**src/logic/clock_control_consts.svh**
```systemverilog
`ifndef CLOCK_CONTROL_CONSTS_SVH
`define CLOCK_CONTROL_CONSTS_SVH
// ----------------------------------------
// register addresses and layouts
// ----------------------------------------
`define CC_MISC_ADDR 32'h40028000
`define CC_DIV_ADDR 32'h40028004
`define CC_IRQ_STATUS_ADDR 32'h40028020
`define CC_IRQ_MASK_ADDR 32'h40028024
`define CC_MISC_RESET 16'h0041
`define CC_DIV_RESET 16'h0200
`define CC_MISC_WMASK 16'heff3
`define CC_DIV_WMASK 16'h0707
`define CC_IRQ_WMASK 16'h0007
`define CC_CRYSTAL_IE_BIT 15
`define CC_PLL_IE_BIT 13
`define CC_PLL_REF_BIT 11
`define CC_CLOCK_OUTPUT_SELECT_LSB 4
`define CC_ROOT_LSB 0
`define CC_PERIPH_LSB 8
`define CC_BUS_LSB 0
`define CC_IRQ_CRYSTAL_OK_BIT 0
`define CC_IRQ_CRYSTAL_NOK_BIT 1
`define CC_IRQ_PLL_BIT 2
// ----------------------------------------
// field codes
// ----------------------------------------
`define CC_ROOT_INTERNAL 2'h0
`define CC_ROOT_PLL 2'h1
`define CC_ROOT_RESERVED 2'h2
`define CC_ROOT_EXT_PIN 2'h3
`define CC_OUT_ROOT 4'h0
`define CC_OUT_LOW_POWER 4'h1
`define CC_OUT_INTERNAL 4'h2
`define CC_OUT_CORE 4'h4
`define CC_OUT_PERIPH 4'h5
`define CC_OUT_TIMER0 4'hb
`define CC_OUT_WAKEUP 4'hc
`define CC_OUT_CRYSTAL 4'he
`define CC_PERIPH_DIVIDE_BY_FOUR 3'h2
`define CC_PERIPH_DIV16 3'h4
`define CC_PERIPH_DIVIDE_BY_MAX 3'h7
`define CC_PERIPH_RESET_EXP 3'h2
`define CC_BUS_RESET_EXP 3'h0
`endif

```
**src/logic/clock_control_pkg.sv**
```systemverilog
package clock_control_pkg;
  typedef enum logic [2:0] {
    SEL_RUN = 3'b001,
    SEL_DRAIN = 3'b010,
    SEL_ENTER = 3'b100
  } selState_e;
  typedef struct packed {
    logic internalOsc;
    logic pllOut;
    logic extPin;
    logic lowPowerOsc;
    logic crystalOsc;
    logic timer0Clk;
    logic wakeupClk;
    logic crystalOk;
    logic pllLocked;
  } clockSources_s;
  typedef struct packed {
    logic cyc;
    logic stb;
    logic we;
    logic [31:0] adr;
    logic [3:0] sel;
    logic [31:0] dat;
  } wbRequest_s;
  typedef struct packed {
    logic [15:0] misc;
    logic [15:0] div;
    logic [2:0] irqStatus;
    logic [2:0] irqMask;
    selState_e selState;
    logic [1:0] activeRoot;
    logic [1:0] pendingRoot;
    logic rootClk;
    logic clockOut;
    logic pllReference;
    logic irq;
    logic ack;
    logic [31:0] datRd;
    logic crystalOkSeen;
    logic pllLockedSeen;
    logic [2:0] periphExp;
  } ctrlState_s;
  typedef struct packed {
    logic [6:0] count;
    logic [2:0] exp;
    logic srcPrev;
    logic divClk;
  } divState_s;
  typedef struct packed {
    clockSources_s stage1;
    clockSources_s stage2;
  } syncState_s;
endpackage

```
**src/logic/source_sync.sv**
```systemverilog
`timescale 1ns/100ps
module source_sync
  import clock_control_pkg::*;
(
  input wire logic sys_clk,
  input wire logic rst,
  input clockSources_s raw,
  output clockSources_s synced
);
  syncState_s state;
  syncState_s next_state;
  // ----------------------------------------
  // two stages; stage1 feeds stage2 only
  // ----------------------------------------
  always_comb begin
    next_state.stage1 = raw;
    next_state.stage2 = state.stage1;
  end
  always_ff @(posedge sys_clk) begin
    if (rst) begin
      state <= '0;
    end else begin
      state <= next_state;
    end
  end
  assign synced = state.stage2;
endmodule

```
**src/logic/power2_divider.sv**
```systemverilog
`timescale 1ns/100ps
module power2_divider
  import clock_control_pkg::*;
#(
  parameter logic [2:0] RESET_EXP = 3'h0
) (
  input wire logic sys_clk,
  input wire logic rst,
  input wire logic src,
  input wire logic [2:0] exp,
  output logic divClk
);
  divState_s state;
  divState_s next_state;
  logic rise;
  logic [6:0] countNext;
  // ----------------------------------------
  // divide by two to the power exp
  // ----------------------------------------
  always_comb begin
    next_state = state;
    rise = src & ~state.srcPrev;
    countNext = rise ? state.count + 7'h01 : state.count;
    next_state.srcPrev = src;
    next_state.count = countNext;
    // new ratio only when every stage wraps low together, so no runt
    if (rise && state.count == 7'h7f) begin
      next_state.exp = exp;
    end
    if (state.exp == 3'h0) begin
      next_state.divClk = src;
    end else begin
      next_state.divClk = countNext[state.exp - 3'h1];
    end
  end
  always_ff @(posedge sys_clk) begin
    if (rst) begin
      state <= '{count: 7'h00, exp: RESET_EXP, srcPrev: 1'b0, divClk: 1'b0};
    end else begin
      state <= next_state;
    end
  end
  assign divClk = state.divClk;
endmodule

```
**src/logic/system_clock_select_divide.sv**
```systemverilog
// The Wishbone register port was decided locally.
`timescale 1ns/100ps
`include "clock_control_consts.svh"
module system_clock_select_divide
  import clock_control_pkg::*;
(
  input wire logic sys_clk,
  input wire logic rst,
  input wbRequest_s wbReq,
  output logic [31:0] wbDatRd,
  output logic wbAck,
  input clockSources_s sources,
  output logic rootClk,
  output logic busClk,
  output logic periphClk,
  output logic dieLinkClk,
  output logic clockOut,
  output logic pllReference,
  output logic pllRefSelect,
  output logic irq
);
  // ----------------------------------------
  // helpers
  // ----------------------------------------
  // level of a root source; reserved code reads low
  function automatic logic rootLevel(
    input logic [1:0] code,
    input clockSources_s src
  );
    logic level;
    level = 1'b0;
    unique case (code)
      `CC_ROOT_INTERNAL: begin
        level = src.internalOsc;
      end
      `CC_ROOT_PLL: begin
        level = src.pllOut;
      end
      `CC_ROOT_EXT_PIN: begin
        level = src.extPin;
      end
      `CC_ROOT_RESERVED: begin
        level = 1'b0;
      end
    endcase
    return level;
  endfunction

  // byte-lane write limited to the writable bits
  function automatic logic [15:0] mergeWrite(
    input logic [15:0] old,
    input logic [31:0] data,
    input logic [3:0] sel,
    input logic [15:0] wmask
  );
    logic [15:0] lanes;
    lanes = {{8{sel[1]}}, {8{sel[0]}}} & wmask;
    return (old & ~lanes) | (data[15:0] & lanes);
  endfunction

  // peripheral code to exponent, with a valid flag
  function automatic logic [3:0] periphDecode(input logic [2:0] code);
    logic [3:0] result;
    result = 4'h0;
    if (code == `CC_PERIPH_DIVIDE_BY_FOUR) begin
      result = {1'b1, `CC_PERIPH_DIVIDE_BY_FOUR};
    end else if (code == `CC_PERIPH_DIV16) begin
      result = {1'b1, `CC_PERIPH_DIV16};
    end else if (code == `CC_PERIPH_DIVIDE_BY_MAX) begin
      result = {1'b1, `CC_PERIPH_DIVIDE_BY_MAX};
    end
    return result;
  endfunction

  ctrlState_s state;
  ctrlState_s next_state;
  clockSources_s syncSrc;
  logic busDiv;
  logic periphDiv;
  logic hit;
  logic isMisc;
  logic isDiv;
  logic isStatus;
  logic isMask;
  logic [2:0] events;
  logic [2:0] clearBits;
  logic [2:0] enableGate;
  logic [3:0] periphCode;
  logic [1:0] rootField;
  logic [3:0] outSel;
  logic activeLevel;
  logic pendingLevel;
  logic outLevel;

  localparam ctrlState_s RESET_STATE = '{
    misc: `CC_MISC_RESET,
    div: `CC_DIV_RESET,
    irqStatus: 3'h0,
    irqMask: 3'h0,
    selState: SEL_RUN,
    activeRoot: `CC_ROOT_PLL,
    pendingRoot: `CC_ROOT_PLL,
    rootClk: 1'b0,
    clockOut: 1'b0,
    pllReference: 1'b0,
    irq: 1'b0,
    ack: 1'b0,
    datRd: 32'h00000000,
    crystalOkSeen: 1'b0,
    pllLockedSeen: 1'b0,
    periphExp: `CC_PERIPH_RESET_EXP
  };

  // ----------------------------------------
  // pin sampling and dividers
  // ----------------------------------------
  source_sync sourceSync (
    .sys_clk(sys_clk),
    .rst(rst),
    .raw(sources),
    .synced(syncSrc)
  );

  power2_divider #(
    .RESET_EXP(`CC_BUS_RESET_EXP)
  ) busDivider (
    .sys_clk(sys_clk),
    .rst(rst),
    .src(state.rootClk),
    .exp(state.div[`CC_BUS_LSB +: 3]),
    .divClk(busDiv)
  );

  power2_divider #(
    .RESET_EXP(`CC_PERIPH_RESET_EXP)
  ) periphDivider (
    .sys_clk(sys_clk),
    .rst(rst),
    .src(state.rootClk),
    .exp(state.periphExp),
    .divClk(periphDiv)
  );

  // ----------------------------------------
  // next state
  // ----------------------------------------
  always_comb begin
    next_state = state;

    // ----------------------------------------
    // bus decode
    // ----------------------------------------
    hit = wbReq.cyc & wbReq.stb & ~state.ack;
    isMisc = wbReq.adr == `CC_MISC_ADDR;
    isDiv = wbReq.adr == `CC_DIV_ADDR;
    isStatus = wbReq.adr == `CC_IRQ_STATUS_ADDR;
    isMask = wbReq.adr == `CC_IRQ_MASK_ADDR;
    next_state.ack = hit;
    clearBits = 3'h0;

    if (hit && wbReq.we) begin
      if (isMisc) begin
        next_state.misc = mergeWrite(state.misc, wbReq.dat, wbReq.sel, `CC_MISC_WMASK);
      end
      if (isDiv) begin
        // die link bit and reserved bits never take a write
        next_state.div = mergeWrite(state.div, wbReq.dat, wbReq.sel, `CC_DIV_WMASK);
      end
      if (isStatus) begin
        clearBits = wbReq.dat[2:0] & {3{wbReq.sel[0]}};
      end
      if (isMask) begin
        next_state.irqMask = wbReq.dat[2:0] & {3{wbReq.sel[0]}} | state.irqMask & ~{3{wbReq.sel[0]}};
      end
    end

    if (hit && !wbReq.we) begin
      if (isMisc) begin
        next_state.datRd = {16'h0000, state.misc & `CC_MISC_WMASK};
      end else if (isDiv) begin
        next_state.datRd = {16'h0000, state.div & `CC_DIV_WMASK};
      end else if (isStatus) begin
        next_state.datRd = {29'h0, state.irqStatus};
      end else if (isMask) begin
        next_state.datRd = {29'h0, state.irqMask};
      end else begin
        next_state.datRd = 32'h00000000;
      end
    end else if (hit) begin
      // write cycles return zero rather than stale data
      next_state.datRd = 32'h00000000;
    end

    // ----------------------------------------
    // events from the analog status levels
    // ----------------------------------------
    next_state.crystalOkSeen = syncSrc.crystalOk;
    next_state.pllLockedSeen = syncSrc.pllLocked;
    events = 3'h0;
    events[`CC_IRQ_CRYSTAL_OK_BIT] = syncSrc.crystalOk & ~state.crystalOkSeen;
    events[`CC_IRQ_CRYSTAL_NOK_BIT] = ~syncSrc.crystalOk & state.crystalOkSeen;
    events[`CC_IRQ_PLL_BIT] = syncSrc.pllLocked & ~state.pllLockedSeen;
    // a new event beats a clear in the same cycle
    next_state.irqStatus = (state.irqStatus & ~clearBits) | events;

    enableGate = 3'h0;
    enableGate[`CC_IRQ_CRYSTAL_OK_BIT] = state.misc[`CC_CRYSTAL_IE_BIT];
    enableGate[`CC_IRQ_CRYSTAL_NOK_BIT] = state.misc[`CC_CRYSTAL_IE_BIT];
    enableGate[`CC_IRQ_PLL_BIT] = state.misc[`CC_PLL_IE_BIT];
    // status records every event; mask and enable only gate the line
    next_state.irq = |(next_state.irqStatus & state.irqMask & enableGate);

    // ----------------------------------------
    // peripheral ratio; undefined codes leave the running ratio alone
    // ----------------------------------------
    periphCode = periphDecode(state.div[`CC_PERIPH_LSB +: 3]);
    if (periphCode[3]) begin
      next_state.periphExp = periphCode[2:0];
    end else begin
      next_state.periphExp = state.periphExp;
    end

    // ----------------------------------------
    // pll reference mux
    // ----------------------------------------
    // sampled levels, so the reference is only as clean as the sync flops
    if (state.misc[`CC_PLL_REF_BIT]) begin
      next_state.pllReference = syncSrc.crystalOsc;
    end else begin
      next_state.pllReference = syncSrc.internalOsc;
    end

    // ----------------------------------------
    // root clock switch: old source drains low, new joins while low
    // ----------------------------------------
    rootField = state.misc[`CC_ROOT_LSB +: 2];
    activeLevel = rootLevel(state.activeRoot, syncSrc);
    pendingLevel = rootLevel(state.pendingRoot, syncSrc);
    next_state.rootClk = activeLevel;
    unique case (state.selState)
      SEL_RUN: begin
        // reserved code is not followed; the old source keeps running
        if (rootField != `CC_ROOT_RESERVED && rootField != state.activeRoot) begin
          next_state.pendingRoot = rootField;
          next_state.selState = SEL_DRAIN;
        end
      end
      SEL_DRAIN: begin
        if (!activeLevel) begin
          next_state.rootClk = 1'b0;
          next_state.selState = SEL_ENTER;
        end
      end
      SEL_ENTER: begin
        next_state.rootClk = 1'b0;
        if (!pendingLevel) begin
          next_state.activeRoot = state.pendingRoot;
          next_state.selState = SEL_RUN;
        end
      end
      default: begin
        next_state.selState = SEL_RUN;
      end
    endcase

    // ----------------------------------------
    // gpio clock output; reserved codes hold it low
    // ----------------------------------------
    outSel = state.misc[`CC_CLOCK_OUTPUT_SELECT_LSB +: 4];
    unique case (outSel)
      `CC_OUT_ROOT: begin
        outLevel = state.rootClk;
      end
      `CC_OUT_LOW_POWER: begin
        outLevel = syncSrc.lowPowerOsc;
      end
      `CC_OUT_INTERNAL: begin
        outLevel = syncSrc.internalOsc;
      end
      `CC_OUT_CORE: begin
        outLevel = busDiv;
      end
      `CC_OUT_PERIPH: begin
        outLevel = periphDiv;
      end
      `CC_OUT_TIMER0: begin
        outLevel = syncSrc.timer0Clk;
      end
      `CC_OUT_WAKEUP: begin
        outLevel = syncSrc.wakeupClk;
      end
      `CC_OUT_CRYSTAL: begin
        outLevel = syncSrc.crystalOsc;
      end
      default: begin
        outLevel = 1'b0;
      end
    endcase
    next_state.clockOut = outLevel;
  end

  // ----------------------------------------
  // state register
  // ----------------------------------------
  always_ff @(posedge sys_clk) begin
    if (rst) begin
      state <= RESET_STATE;
    end else begin
      state <= next_state;
    end
  end

  // ----------------------------------------
  // outputs, all from flops
  // ----------------------------------------
  assign wbDatRd = state.datRd;
  assign wbAck = state.ack;
  assign rootClk = state.rootClk;
  assign busClk = busDiv;
  // die link ratio is fixed at one, so it shares the bus clock flop
  assign dieLinkClk = busDiv;
  assign periphClk = periphDiv;
  assign clockOut = state.clockOut;
  assign pllReference = state.pllReference;
  assign pllRefSelect = state.misc[`CC_PLL_REF_BIT];
  assign irq = state.irq;
endmodule

```
**config.mk**
```make
export PLATFORM = sky130hd
export DESIGN_NAME = system_clock_select_divide
export DESIGN_NICKNAME = d
export VERILOG_FILES = /design/src/logic/clock_control_pkg.sv /design/src/logic/source_sync.sv /design/src/logic/power2_divider.sv /design/src/logic/system_clock_select_divide.sv
export VERILOG_INCLUDE_DIRS = /design/src /design/src/logic
export SDC_FILE = /design/constraint.sdc
export NUM_CORES = 1
export LEC_CHECK = 0
export BUFFER_PORTS_ARGS = -buffer_cell sky130_fd_sc_hd__buf_4
export CAP_MARGIN = 20
export CORE_AREA = 2 2 72 143
export CTS_BUF_LIST = sky130_fd_sc_hd__clkbuf_4 sky130_fd_sc_hd__clkbuf_8
export DETAILED_ROUTE_END_ITERATION = 7
export DIE_AREA = 0 0 74 145
export PLACE_DENSITY = 0.78
export SYNTH_ARGS = -nofsm -noshare
export SYNTH_HDL_FRONTEND = slang
export SYNTH_SLANG_ARGS = --single-unit
```
**constraint.sdc**
```tcl
create_clock -name sys_clk -period 2 [get_ports sys_clk]
set_input_delay 0.4 -clock sys_clk [delete_from_list [all_inputs] [get_ports sys_clk]]
set_output_delay 0.4 -clock sys_clk [all_outputs]
set_load 0.03 [all_outputs]
```
==> flow_summary_export.csv <==
group,metric,value,unit
outcome,outcome,"finished clean",
power,power.leakage,2.33,nW
global_routing,grt_pass1_wl,17200,um
synth,ys_seq_area_frac,0.417,
finish,fillers,848,
synth,synth_cell_types,60,
sta,hold_viol,0,
clocking,cts_sinks,97,
power,ir_worst_vdd,343,uV
sta,setup_viol,0,
worst_setup_path,r2r_end,"periphDivider.divClk",
clocking,cts_tree,"yes",
synth,ys.flop_type,"dfxtp_1",
global_routing,global_route.usage.met1,0.190,
die,ios,123,
synth,syn-cell-area,4660,um2
sta,fin_crit,1.82,ns
die,die_height,145,um
worst_setup_path,endpoint,"periphDivider.divClk",
finish,final_area,5680,um2
clocking,clkTransAtPathRegs,0.10,ns
die,die_w,74,um
route,drtIter0Drc,155,
route,dr_total_vias,3798,
worst_setup_path,crit_path_max_fanout,8,
global_routing,use_met3,0.0326,
synth,synth_area_per_cell,9.53,um2
placement,place_congestion,0.929,
route,wire_per_inst,14.8,um
worst_setup_path,cp-startpoint,"rootClk",
clocking,insertion_delay,0.37,ns
die,core_area,9640,um2
global_routing,first_global_vias,3887,
sta,fmax,548,MHz
worst_setup_path,reg2reg_depth,6,
worst_setup_path,r2r-start,"rootClk",
worst_setup_path,critPathCaptureType,"flip-flop",
synth,synth-edff-count,0,
route,wl,10600,um
sta,whs,0.238,ns
die,num_rows,51,
global_routing,grt_overflow,0,
power,power.total,0.00364,W
synth,ys_async_sr_fraction,0,
route,via_per_inst,5.30,
synth,synth.ff_latch_count,97,
synth,synthesis.instances,489,
sta,tightest_slew,0.564,ns
clocking,ctsHtreeMaxLevel,3,
global_routing,antenna_found_initial,0,
die,initial_core_util,0.484,
finish,area_growth,22.0,%
job,drv_cap,0,
clocking,cts-root-buf,"clkbuf_8",
hold_path,min_path_type,"input pin to flip-flop",
clocking,cts.path.max_buffers,2,
sta,finClkSkew,0.0114,ns
route,drcViolationCount,0,
finish,final_layout_size_suffix_gt1_frac,0.262,
sta,setup_ws,0.175,ns
power,powerDensity,641,nW/um2
global_routing,grt_usage,0.204,
placement,postPlaceCellArea,5460,um2
global_routing,busiest_layer,"met2",
placement,portBuffers,84,
worst_setup_path,cp-start-kind,"flip-flop",
placement,hpwl,8250,um
sta,min_period_over_period,0.912,
sta,maxSlewHeadroom,0.619,
worst_setup_path,arrival,2.07,ns
placement,pre_cts_ws,-0.126,ns
worst_setup_path,cp_data_required_time,2.24,ns
global_routing,grt_use_met2,0.386,
clocking,cts_buffers,9,
hold_path,hold_depth,2,
synth,yosys_warnings,0,
global_routing,grt_max_degree,56,
die,design.die.area,10700,um2
route,ant_nets,0,
worst_setup_path,r2r_slack,0.18,ns
sta,slew_viol_final,0,
worst_setup_path,crit_type,"flip-flop to flip-flop",
finish,nets,668,
route,firstDrtPassIters,4,
finish,antenna_cells,0,
synthesized netlist by cell type (3+ instances only):
| cell type | number | area, um2 |
|---|---|---|
| dfxtp_1 | 97 | 1940 |
| nor2_1 | 56 | 210 |
| mux2i_1 | 37 | 370 |
| buf_4 | 33 | 248 |
| nor2b_1 | 31 | 194 |
| nand2_1 | 29 | 109 |
| a21oi_1 | 16 | 80.1 |
| nand3_1 | 15 | 75.1 |
| o21ai_0 | 14 | 70.1 |
| clkbuf_1 | 13 | 48.8 |
| inv_1 | 11 | 41.3 |
| nor3_1 | 10 | 50.1 |
| and3_1 | 8 | 50.1 |
| a22o_1 | 7 | 61.3 |
| xnor2_1 | 7 | 61.3 |
| ha_1 | 6 | 75.1 |
| nand4_1 | 6 | 37.5 |
| a211oi_1 | 5 | 37.5 |
| buf_1 | 5 | 18.8 |
| nand2b_1 | 5 | 31.3 |
| nor4b_4 | 5 | 119 |
| xor2_1 | 5 | 43.8 |
| a221o_1 | 4 | 40.0 |
| mux2_2 | 4 | 45.0 |
| nand3b_1 | 4 | 30.0 |
| nor4_4 | 4 | 85.1 |
| nor3b_1 | 3 | 22.5 |
| nor4_1 | 3 | 18.8 |
placed cells by master (no fill, tap or decap), types with 3 or more instances in the layout:
master and count:
nor4_1 3, nand2_1 29, a21oi_1 16, nand3_1 15, mux2i_1 37, nor2b_1 31
ha_1 6, nand2b_1 5, a211oi_1 5, dfxtp_1 97, clkbuf_8 10, and3_1 8
xor2_1 5, nand4_1 6, nor4_4 4, nor4b_4 5, xnor2_1 7, inv_1 11
nor3_1 10, o21ai_0 14, a221o_1 4, a22o_1 7, nand3b_1 4, conb_1 18
nor2_1 56, buf_4 114, mux2_2 4, nor3b_1 3
worst max-delay path: stages, from the launching register on:
cell	delay, ns
dfxtp_1	0.40
nor2b_1	0.21
buf_4	0.19
and4_2	0.29
mux2_2	0.16
o22ai_1	0.09
o211ai_1	0.36
metal layers:
layer	vias to the layer above	wire length [um]
met5	-	0
met4	0	487
met3	30	470
met2	111	5960
met1	1795	3730
li1	1862	-
stage by stage:
stage	setup TNS [ns]	util	cells
floorplan	0	-	506
global placement	-1.55	0.567	701
detailed placement	-1.67	0.567	701
CTS	0	0.590	717
global route	-0.000496	0.590	717
finish	0	0.590	717
cell type report:
cell class | count | area (um2) | share of cell area
Clock buffer | 10 | 138 | 0.0242
Clock inverter | 6 | 85.1 | 0.0150
Inverter | 11 | 41.3 | 0.00726
Multi-Input combinational cell | 345 | 2420 | 0.425
Sequential cell | 97 | 1940 | 0.342
Tap cell | 132 | 165 | 0.0291
Timing Repair Buffer | 116 | 896 | 0.158
repair_timing:
item	in CTS	in global routing
setup buffers	0	0
endpoints found under the setup margin	0	1
gates resized for setup	0	1
hold buffers	0	0
worst min-delay path by stage:
stage | start | to | slack [ns]
after global placement | sourceSync.next_state[7] | sourceSync.synced[7] | 0.42
after global routing | sources[6] | sourceSync.next_state[6] | 0.23
after detailed placement | sourceSync.next_state[8] | sourceSync.synced[8] | 0.43
final | sources[6] | sourceSync.next_state[6] | 0.24
after CTS | sources[6] | sourceSync.next_state[6] | 0.23
after floorplan | sourceSync.next_state[0] | sourceSync.synced[0] | 0.41
kinds of logic after synthesis:
logic type      share of synthesized area
buf+inv                            0.0787
compound gates                      0.108
other cells                      0.000805
mux                                0.0988
simple gates                        0.258
flops                               0.417
fa+ha+maj                          0.0161
xor+xnor                           0.0226
where the power goes:
part | switching [W] | total, W | internal [W]
Combinational | 0.000165 | 0.000303 | 0.000138
Clock | 0.000728 | 0.00137 | 0.000644
Sequential | 0.0000134 | 0.00197 | 0.00196
Total | 0.000906 | 0.00364 | 0.00274
No activity file was read; power rests on OpenSTA's default activity.
